## config.mk

```make
export PLATFORM = sky130hd
export DESIGN_NAME = mpc_regs
export DESIGN_NICKNAME = d
export VERILOG_FILES = /design/src/logic/mpc_regs.v
export VERILOG_INCLUDE_DIRS = /design/src /design/src/logic
export SDC_FILE = /design/constraint.sdc
export NUM_CORES = 1
export LEC_CHECK = 0
export ABC_CLOCK_PERIOD_IN_PS = 10500
export BUFFER_PORTS_ARGS = -buffer_cell sky130_fd_sc_hd__buf_4
export CAP_MARGIN = 20
export CORE_AREA = 2 2 116 118
export DETAILED_ROUTE_END_ITERATION = 16
export DIE_AREA = 0 0 118 120
export PLACE_DENSITY = 0.84
export REMOVE_ABC_BUFFERS = 1
export SETUP_SLACK_MARGIN = 0.5
export SLEW_MARGIN = 20
export SYNTH_ARGS = -nofsm -noshare
export SYNTH_HDL_FRONTEND = slang
export SYNTH_SLANG_ARGS = --single-unit
```

## constraint.sdc

```tcl
create_clock -name sys_clk -period 10.5 [get_ports sys_clk]
set_clock_uncertainty 0.2 [all_clocks]
set_input_delay 2.1 -clock sys_clk [delete_from_list [all_inputs] [get_ports sys_clk]]
set_output_delay 2.1 -clock sys_clk [all_outputs]
set_load 0.02 [all_outputs]
```

## src/logic/mpc_defines.vh

```
`ifndef MPC_DEFINES_VH
`define MPC_DEFINES_VH
// ****************************************
// register offsets (byte addresses)
// ****************************************
`define MPC_OFF_PORT_CTL 8'hd0
`define MPC_OFF_PHY_CTL0 8'he0
`define MPC_OFF_RETRAIN0 8'he4
`define MPC_OFF_PHY_CTL1 8'hf0
`define MPC_OFF_RETRAIN1 8'hf4
// ****************************************
// mirror port control fields
// ****************************************
`define MPC_PC_TX_EN 0
`define MPC_PC_RX_EN 1
`define MPC_PC_TX_SEL 2
`define MPC_PC_RX_SEL 3
`define MPC_PC_SQUASH 4
`define MPC_PC_DIRECT_L0 5
`define MPC_PC_SYNC_OFF 6
`define MPC_PC_SPARE 7
`define MPC_PC_MASK 32'h0000_00ff
`define MPC_PC_RESET 32'h0000_0003
// ****************************************
// physical control fields
// ****************************************
`define MPC_PH_RESET_BIT 0
`define MPC_PH_UPGRADE 1
`define MPC_PH_CAL_BYPASS 2
`define MPC_PH_LAT_FIX 3
`define MPC_PH_SINGLE_STEP 4
`define MPC_PH_INIT_BEGIN 5
`define MPC_PH_SPEED 7
`define MPC_PH_MODE_LO 8
`define MPC_PH_FREEZE 12
`define MPC_PH_COMP_BLOCK 13
`define MPC_PH_DETERMINISM 14
`define MPC_PH_SCRAMBLE 22
`define MPC_PH_PATTERN 23
`define MPC_PH_LOAD_OFF 27
`define MPC_PH_MASK 32'h08c0_77be
`define MPC_PH_RESET 32'h0000_6020
// ****************************************
// retraining timing fields
// ****************************************
`define MPC_RT_SPACING_LO 0
`define MPC_RT_EXP_LO 10
`define MPC_RT_PKT_LO 16
`define MPC_RT_MASK 32'h003f_3cff
`define MPC_RT_RESET 32'h001d_2c03
`endif

```

## src/logic/mpc_regs.v

```verilog
// Summary of operation
// - tx enable bit, resets to one
// - rx enable bit, resets to one
// - tx port select: zero port0, one port1
// - rx port select: zero port0, one port1
// - squash bit substitutes crc error packets
// - direct-to-active skips to L0 from flit lock
// - sync-off bit disables enhanced rx sync
// - load-off bit stops effective value loading
// - pattern bit sends lfsr training pattern
// - scramble bit scrambles tx data
// - determinism bit, resets to one
// - compliance block bit, resets to one
// - freeze bit halts fsm on abort
// - three-bit init mode, zero is normal
// - speed bit selects slow or full
// - init begin bit, resets to one
// - latency fix bit requests remote fix
// - bypass bit skips calibration
// - upgrade bit makes soft reset full
// - reset bit write-one-set, survives lock
// - eight-bit spacing, reset three, zero disables
// - four-bit exponent, reset eleven
`timescale 1ns/100ps
`include "mpc_defines.vh"
module mpc_regs (
	input wire sys_clk,
	input wire rst_b,
	input wire cfg_wr,
	input wire cfg_rd,
	input wire [7:0] cfg_addr,
	input wire [31:0] cfg_wdata,
	output reg [31:0] cfg_rdata,
	output reg cfg_rvalid,
	input wire [1:0] fast_l0,
	input wire [1:0] physical_layer_reset_done,
	output reg tx_enable,
	output reg rx_enable,
	output reg tx_port_sel,
	output reg rx_port_sel,
	output reg crc_error_substitute,
	output reg direct_to_l0,
	output reg enhanced_sync_off,
	output reg [1:0] effective_value_load_off,
	output reg [1:0] training_pattern_on,
	output reg [1:0] scrambler_on,
	output reg [1:0] determinism_mode,
	output reg [1:0] auto_compliance_block,
	output reg [1:0] freeze_on_abort,
	output reg [5:0] init_mode,
	output reg [1:0] full_speed,
	output reg [1:0] init_begin,
	output reg [1:0] single_step,
	output reg [1:0] latency_fix_request,
	output reg [1:0] calibration_bypass,
	output reg [1:0] soft_reset_upgrade,
	output reg [1:0] physical_layer_reset,
	output reg [15:0] retrain_spacing,
	output reg [7:0] retrain_spacing_exponent,
	output reg [11:0] retrain_packet_count,
	output reg [1:0] regs_locked
);
// ****************************************
// storage and sync of phy status
// ****************************************
reg [31:0] port_ctl;
reg [31:0] phy_ctl [0:1];
reg [31:0] retrain [0:1];
reg [1:0] fast_meta;
reg [1:0] fast_sync;
reg [1:0] done_meta;
reg [1:0] done_sync;
reg [1:0] lock;
reg [31:0] next_rdata;
// mask applied on the full word, before dropping bit 0, so field positions stay aligned
wire [31:0] phy_wmask = cfg_wdata & `MPC_PH_MASK;
integer i;
integer k;

always @(posedge sys_clk) begin
	if (!rst_b) begin
		fast_meta <= 2'h0;
		fast_sync <= 2'h0;
		done_meta <= 2'h0;
		done_sync <= 2'h0;
	end else begin
		fast_meta <= fast_l0;
		fast_sync <= fast_meta;
		done_meta <= physical_layer_reset_done;
		done_sync <= done_meta;
	end
end

// ****************************************
// register writes
// ****************************************
// lock is sticky until reset: once the link reached fast L0 it must not be re-steered
always @(posedge sys_clk) begin
	if (!rst_b) begin
		port_ctl <= `MPC_PC_RESET;
		lock <= 2'h0;
		for (i = 0; i < 2; i = i + 1) begin
			phy_ctl[i] <= `MPC_PH_RESET;
			retrain[i] <= `MPC_RT_RESET;
		end
	end else begin
		if (cfg_wr && cfg_addr == `MPC_OFF_PORT_CTL)
			port_ctl <= cfg_wdata & `MPC_PC_MASK;
		for (i = 0; i < 2; i = i + 1) begin
			lock[i] <= lock[i] | fast_sync[i];
			// each copy decodes only its own offsets
			if (cfg_wr && cfg_addr == (i == 0 ? `MPC_OFF_PHY_CTL0 : `MPC_OFF_PHY_CTL1)) begin
				if (!lock[i])
					phy_ctl[i][31:1] <= phy_wmask[31:1];
				// write-one-to-set; set wins over the completion clear
				if (cfg_wdata[`MPC_PH_RESET_BIT])
					phy_ctl[i][`MPC_PH_RESET_BIT] <= 1'b1;
				else if (done_sync[i])
					phy_ctl[i][`MPC_PH_RESET_BIT] <= 1'b0;
			end else if (done_sync[i]) begin
				phy_ctl[i][`MPC_PH_RESET_BIT] <= 1'b0;
			end
			if (cfg_wr && cfg_addr == (i == 0 ? `MPC_OFF_RETRAIN0 : `MPC_OFF_RETRAIN1))
				retrain[i] <= cfg_wdata & `MPC_RT_MASK;
		end
	end
end

// ****************************************
// register reads
// ****************************************
always @* begin
	case (cfg_addr)
	`MPC_OFF_PORT_CTL: next_rdata = port_ctl;
	`MPC_OFF_PHY_CTL0: next_rdata = phy_ctl[0];
	`MPC_OFF_RETRAIN0: next_rdata = retrain[0];
	`MPC_OFF_PHY_CTL1: next_rdata = phy_ctl[1];
	`MPC_OFF_RETRAIN1: next_rdata = retrain[1];
	default: next_rdata = 32'h0000_0000;
	endcase
end

always @(posedge sys_clk) begin
	if (!rst_b) begin
		cfg_rdata <= 32'h0000_0000;
		cfg_rvalid <= 1'b0;
	end else begin
		cfg_rvalid <= cfg_rd;
		cfg_rdata <= cfg_rd ? next_rdata : 32'h0000_0000;
	end
end

// ****************************************
// control outputs, registered copies
// ****************************************
always @(posedge sys_clk) begin
	if (!rst_b) begin
		tx_enable <= 1'b1;
		rx_enable <= 1'b1;
		tx_port_sel <= 1'b0;
		rx_port_sel <= 1'b0;
		crc_error_substitute <= 1'b0;
		direct_to_l0 <= 1'b0;
		enhanced_sync_off <= 1'b0;
		effective_value_load_off <= 2'h0;
		training_pattern_on <= 2'h0;
		scrambler_on <= 2'h0;
		determinism_mode <= 2'h3;
		auto_compliance_block <= 2'h3;
		freeze_on_abort <= 2'h0;
		init_mode <= 6'h00;
		full_speed <= 2'h0;
		init_begin <= 2'h3;
		single_step <= 2'h0;
		latency_fix_request <= 2'h0;
		calibration_bypass <= 2'h0;
		soft_reset_upgrade <= 2'h0;
		physical_layer_reset <= 2'h0;
		retrain_spacing <= 16'h0303;
		retrain_spacing_exponent <= 8'hbb;
		retrain_packet_count <= 12'h75d;
		regs_locked <= 2'h0;
	end else begin
		tx_enable <= port_ctl[`MPC_PC_TX_EN];
		rx_enable <= port_ctl[`MPC_PC_RX_EN];
		tx_port_sel <= port_ctl[`MPC_PC_TX_SEL];
		rx_port_sel <= port_ctl[`MPC_PC_RX_SEL];
		crc_error_substitute <= port_ctl[`MPC_PC_SQUASH];
		direct_to_l0 <= port_ctl[`MPC_PC_DIRECT_L0];
		enhanced_sync_off <= port_ctl[`MPC_PC_SYNC_OFF];
		regs_locked <= lock;
		for (k = 0; k < 2; k = k + 1) begin
			effective_value_load_off[k] <= phy_ctl[k][`MPC_PH_LOAD_OFF];
			training_pattern_on[k] <= phy_ctl[k][`MPC_PH_PATTERN];
			scrambler_on[k] <= phy_ctl[k][`MPC_PH_SCRAMBLE];
			determinism_mode[k] <= phy_ctl[k][`MPC_PH_DETERMINISM];
			auto_compliance_block[k] <= phy_ctl[k][`MPC_PH_COMP_BLOCK];
			freeze_on_abort[k] <= phy_ctl[k][`MPC_PH_FREEZE];
			init_mode[k*3 +: 3] <= phy_ctl[k][`MPC_PH_MODE_LO +: 3];
			full_speed[k] <= phy_ctl[k][`MPC_PH_SPEED];
			init_begin[k] <= phy_ctl[k][`MPC_PH_INIT_BEGIN];
			single_step[k] <= phy_ctl[k][`MPC_PH_SINGLE_STEP];
			latency_fix_request[k] <= phy_ctl[k][`MPC_PH_LAT_FIX];
			calibration_bypass[k] <= phy_ctl[k][`MPC_PH_CAL_BYPASS];
			soft_reset_upgrade[k] <= phy_ctl[k][`MPC_PH_UPGRADE];
			physical_layer_reset[k] <= phy_ctl[k][`MPC_PH_RESET_BIT];
			// zero spacing means retraining disabled; the phy reads zero as off
			retrain_spacing[k*8 +: 8] <= retrain[k][`MPC_RT_SPACING_LO +: 8];
			retrain_spacing_exponent[k*4 +: 4] <= retrain[k][`MPC_RT_EXP_LO +: 4];
			retrain_packet_count[k*6 +: 6] <= retrain[k][`MPC_RT_PKT_LO +: 6];
		end
	end
end
endmodule // mpc_regs

```

==> out/qor.csv <==
metric,value,unit
run status,completed,
cell chosen for the clock root,sky130_fd_sc_hd__clkbuf_16,
warnings from Yosys,0,
number of violations reported at the end of detailed-routing iteration 0,283,
fraction of synthesized area in multiplexers,0.0622,
count of vias placed by the detailed router,4063,
CTS buffer count,17,
required time at the worst-slack endpoint,10.35,ns
worst path arrival time,4.13,ns
number of search-and-repair iterations in the first detailed-routing pass,6,
area fraction in compound gates after synthesis,0.0449,
Finish-stage setup viols,0,
number of H-tree levels,4,
"share of synthesized cell area in full adder, half adder and majority cells",0,
most prevalent standard cell on the critical path,sky130_fd_sc_hd__nand2_1,
Max stage delay on crit path,0.71,ns
critical path class,in -> reg,
highest net fanout along the worst path,29,
Chip Height,120,microns
fraction of final layout cells with drive strength greater than 1,0.311,
leak pwr,3.26,nW
net count reported at finish,675,
first-pass GRT wire length,21300,microns
setup slack after placement,5.71,ns
unique cell type count in the Yosys netlist,36,
maximum number of pins on one net before global-route repair,113,
CTS tree,built,
main combinational cell family by area after synthesis,simple AND/OR/NAND/NOR gates,
total of flip-flops plus latches after synthesis,188,
crit start category,primary input,
Port Buffers,141,
fin crit share,0.407,
worst-path cell chain,"buf_4, nand3_1, nor3_2, nand2_1, nand2_1",
average routed wire per standard cell,17.0,microns
"CTS clk-pin slew, worst paths",0.07,ns
via-per-instance ratio,4.98,
Slew HR,0.293,
die extent in x,118,microns
share of async-settable or async-resettable flops after synthesis,0,
worst reg2reg setup slack,8.60,ns
Total Power Consumption,0.00147,W
standard cell with the maximum stage delay on the critical path,sky130_fd_sc_hd__nand2_1,
Clock Latency Late Sink,0.43,ns
remaining antenna violation count,0,
Post-Synthesis Cell Area,0.00636,sq mm
Synth Flop Type,sky130_fd_sc_hd__dfxtp_1,
post-synthesis area per instance,12.9,sq um
worst-case clock buffer depth,2,
Initial Utilization,0.490,
Die Area,0.0142,sq mm
number of global-route vias before repair,4092,
antenna violations before repair,0,
final critical path time including I/O delays and setup,4.28,ns
total congestion overflow after global routing,0,
worst min-delay path class,reg -> reg,
DR DRC count,0,
leading cell types by total area after synthesis,"sky130_fd_sc_hd__dfxtp_1 (38%), sky130_fd_sc_hd__edfxtp_1 (32%), sky130_fd_sc_hd__and2_1 (6.9%)",
detailed-placement wirelength estimate,8910,microns
number of placed I/O pins,158,
postcts setup bufs,0,
share of the synthesized area in the top cell type,0.378,
number of max-slew violations in the final report,0,
Slew @ Worst Pin,1.05,ns
sum of negative setup slack,0,ns
fraction of the mapped netlist area in simple logic gates,0.165,
global-route usage over all layers,0.204,
area overhead of the layout relative to synthesis,26.9,%
RSZ-0062 raised after global routing,no,
synthesized-area fraction occupied by xor and xnor cells,0,
Final Hold Fails,0,
Fillers,1014,
proportion of synthesized chip area in sequential cells,0.699,
top cell type by total area after synthesis,sky130_fd_sc_hd__dfxtp_1,
setup slack of the critical path after layout,6.22,ns
number of instances in the synthesized netlist,492,
power per unit of standard cell area,183,mW/mm^2
routability congestion estimate,0.781,
std cell rows,42,
"EDFF count, synth",68,
diode insertion count for antenna repair,0,
highest attainable clock frequency,234,MHz
number of sinks handled by clock tree synthesis,188,
CORE AREA,0.0130,sq mm
worst vdd ir,0.110,mV
sum of routed wire length over all layers,13900,microns
hold bufs inserted after CTS,0,
maximum capacitance violations,0,
cts repair resizes,0,
CP endpoint kind,flip-flop,
[report_power, final]
group	leakage, nW	switching (W)	internal, W
sequential	1.65	0.0000109	0.000781
combinational	1.35	0.0000569	0.0000426
clock	0.264	0.000261	0.000321
[area by class of cell]
| type | count | area, sq um | share of cell area |
|---|---|---|---|
| clock inverter | 11 | 67.6 | 0.00838 |
| timing repair buffer | 141 | 1060 | 0.131 |
| inverter | 4 | 15.0 | 0.00186 |
| multi-input combinational | 275 | 1790 | 0.222 |
| clock buffer | 21 | 472 | 0.0585 |
| sequential | 188 | 4440 | 0.551 |
| tap | 176 | 220 | 0.0273 |
[state kept, by name, indices dropped and copies added (netlist names), 6 cells and up]
name,flops
retrain_packet_count,12
phy_ctl,32
retrain,36
retrain_spacing_exponent,8
port_ctl,8
cfg_rdata,24
init_mode,6
retrain_spacing,16
[per-stage QoR]
stage	area, sq um	utilization	cells	hold slack, ns
2_1_floorplan	6220	-	467	0.211
3_5_place_dp	7530	0.580	784	0.217
6_report	8070	0.621	816	0.233
3_3_place_gp	7520	0.579	784	0.215
5_1_grt	8070	0.621	816	0.243
4_1_cts	8070	0.621	816	0.233
[logic make-up (layout without fill, tap and decap cells)]
kind of cell,after synthesis,count (layout)
buf+inv,36,177
mux,34,34
other cells,1,8
flops,188,188
compound gates,45,45
simple gates,188,188
[layer usage]
metal	wire length, microns	up-vias	GRT usage
li1	-	1933	-
met1	5590	1955	0.226
met2	7150	141	0.352
met3	702	34	0.0523
met4	454	0	0.123
met5	0	-	0
[synthesized netlist by cell type (5+ instances only)]
library cell and instances:
sky130_fd_sc_hd__a21oi_1 20, sky130_fd_sc_hd__a22oi_1 7, sky130_fd_sc_hd__and2_1 70, sky130_fd_sc_hd__buf_2 5, sky130_fd_sc_hd__buf_4 8, sky130_fd_sc_hd__clkbuf_1 18, sky130_fd_sc_hd__dfxtp_1 120, sky130_fd_sc_hd__edfxtp_1 68
sky130_fd_sc_hd__mux2_2 14, sky130_fd_sc_hd__mux2i_1 17, sky130_fd_sc_hd__nand2_1 36, sky130_fd_sc_hd__nand2b_1 29, sky130_fd_sc_hd__nor2_1 21, sky130_fd_sc_hd__o21ai_0 10, sky130_fd_sc_hd__or3_1 10
[placed cells by master (no fill, tap or decap), types with 2 or more instances in the layout]
cell                         instances
sky130_fd_sc_hd__a211o_1             3
sky130_fd_sc_hd__a21oi_1            20
sky130_fd_sc_hd__a22oi_1             7
sky130_fd_sc_hd__and2_1             70
sky130_fd_sc_hd__buf_4             141
sky130_fd_sc_hd__clkbuf_1            2
sky130_fd_sc_hd__clkbuf_16          18
sky130_fd_sc_hd__clkinv_2            6
sky130_fd_sc_hd__clkinvlp_4          3
sky130_fd_sc_hd__conb_1              8
sky130_fd_sc_hd__dfxtp_1           120
sky130_fd_sc_hd__edfxtp_1           68
sky130_fd_sc_hd__inv_1               4
sky130_fd_sc_hd__mux2_2             14
sky130_fd_sc_hd__mux2i_1            17
sky130_fd_sc_hd__mux4_2              3
sky130_fd_sc_hd__nand2_1            36
sky130_fd_sc_hd__nand2b_1           29
sky130_fd_sc_hd__nand3_1             3
sky130_fd_sc_hd__nand4_1             3
sky130_fd_sc_hd__nor2_1             21
sky130_fd_sc_hd__nor2b_1             4
sky130_fd_sc_hd__nor3_1              3
sky130_fd_sc_hd__nor3_2              2
sky130_fd_sc_hd__nor4_1              2
sky130_fd_sc_hd__o21ai_0             8
sky130_fd_sc_hd__or3_1              10
[path summary, 6_finish.rpt]
kind,startpoint,endpoint,depth (start not counted)
max reg2reg,lock[1],phy_ctl[1][9],2
max,cfg_addr[4],retrain[0][29],5
min,fast_meta[0],fast_sync[0],1
min reg2reg,fast_meta[0],fast_sync[0],1
[critical path: cells and delay by family]
family        cells  cell delay [ns]
simple gates      4             1.62
buf+inv           1             0.38
Note: power is estimated with default switching activity, not from simulation.
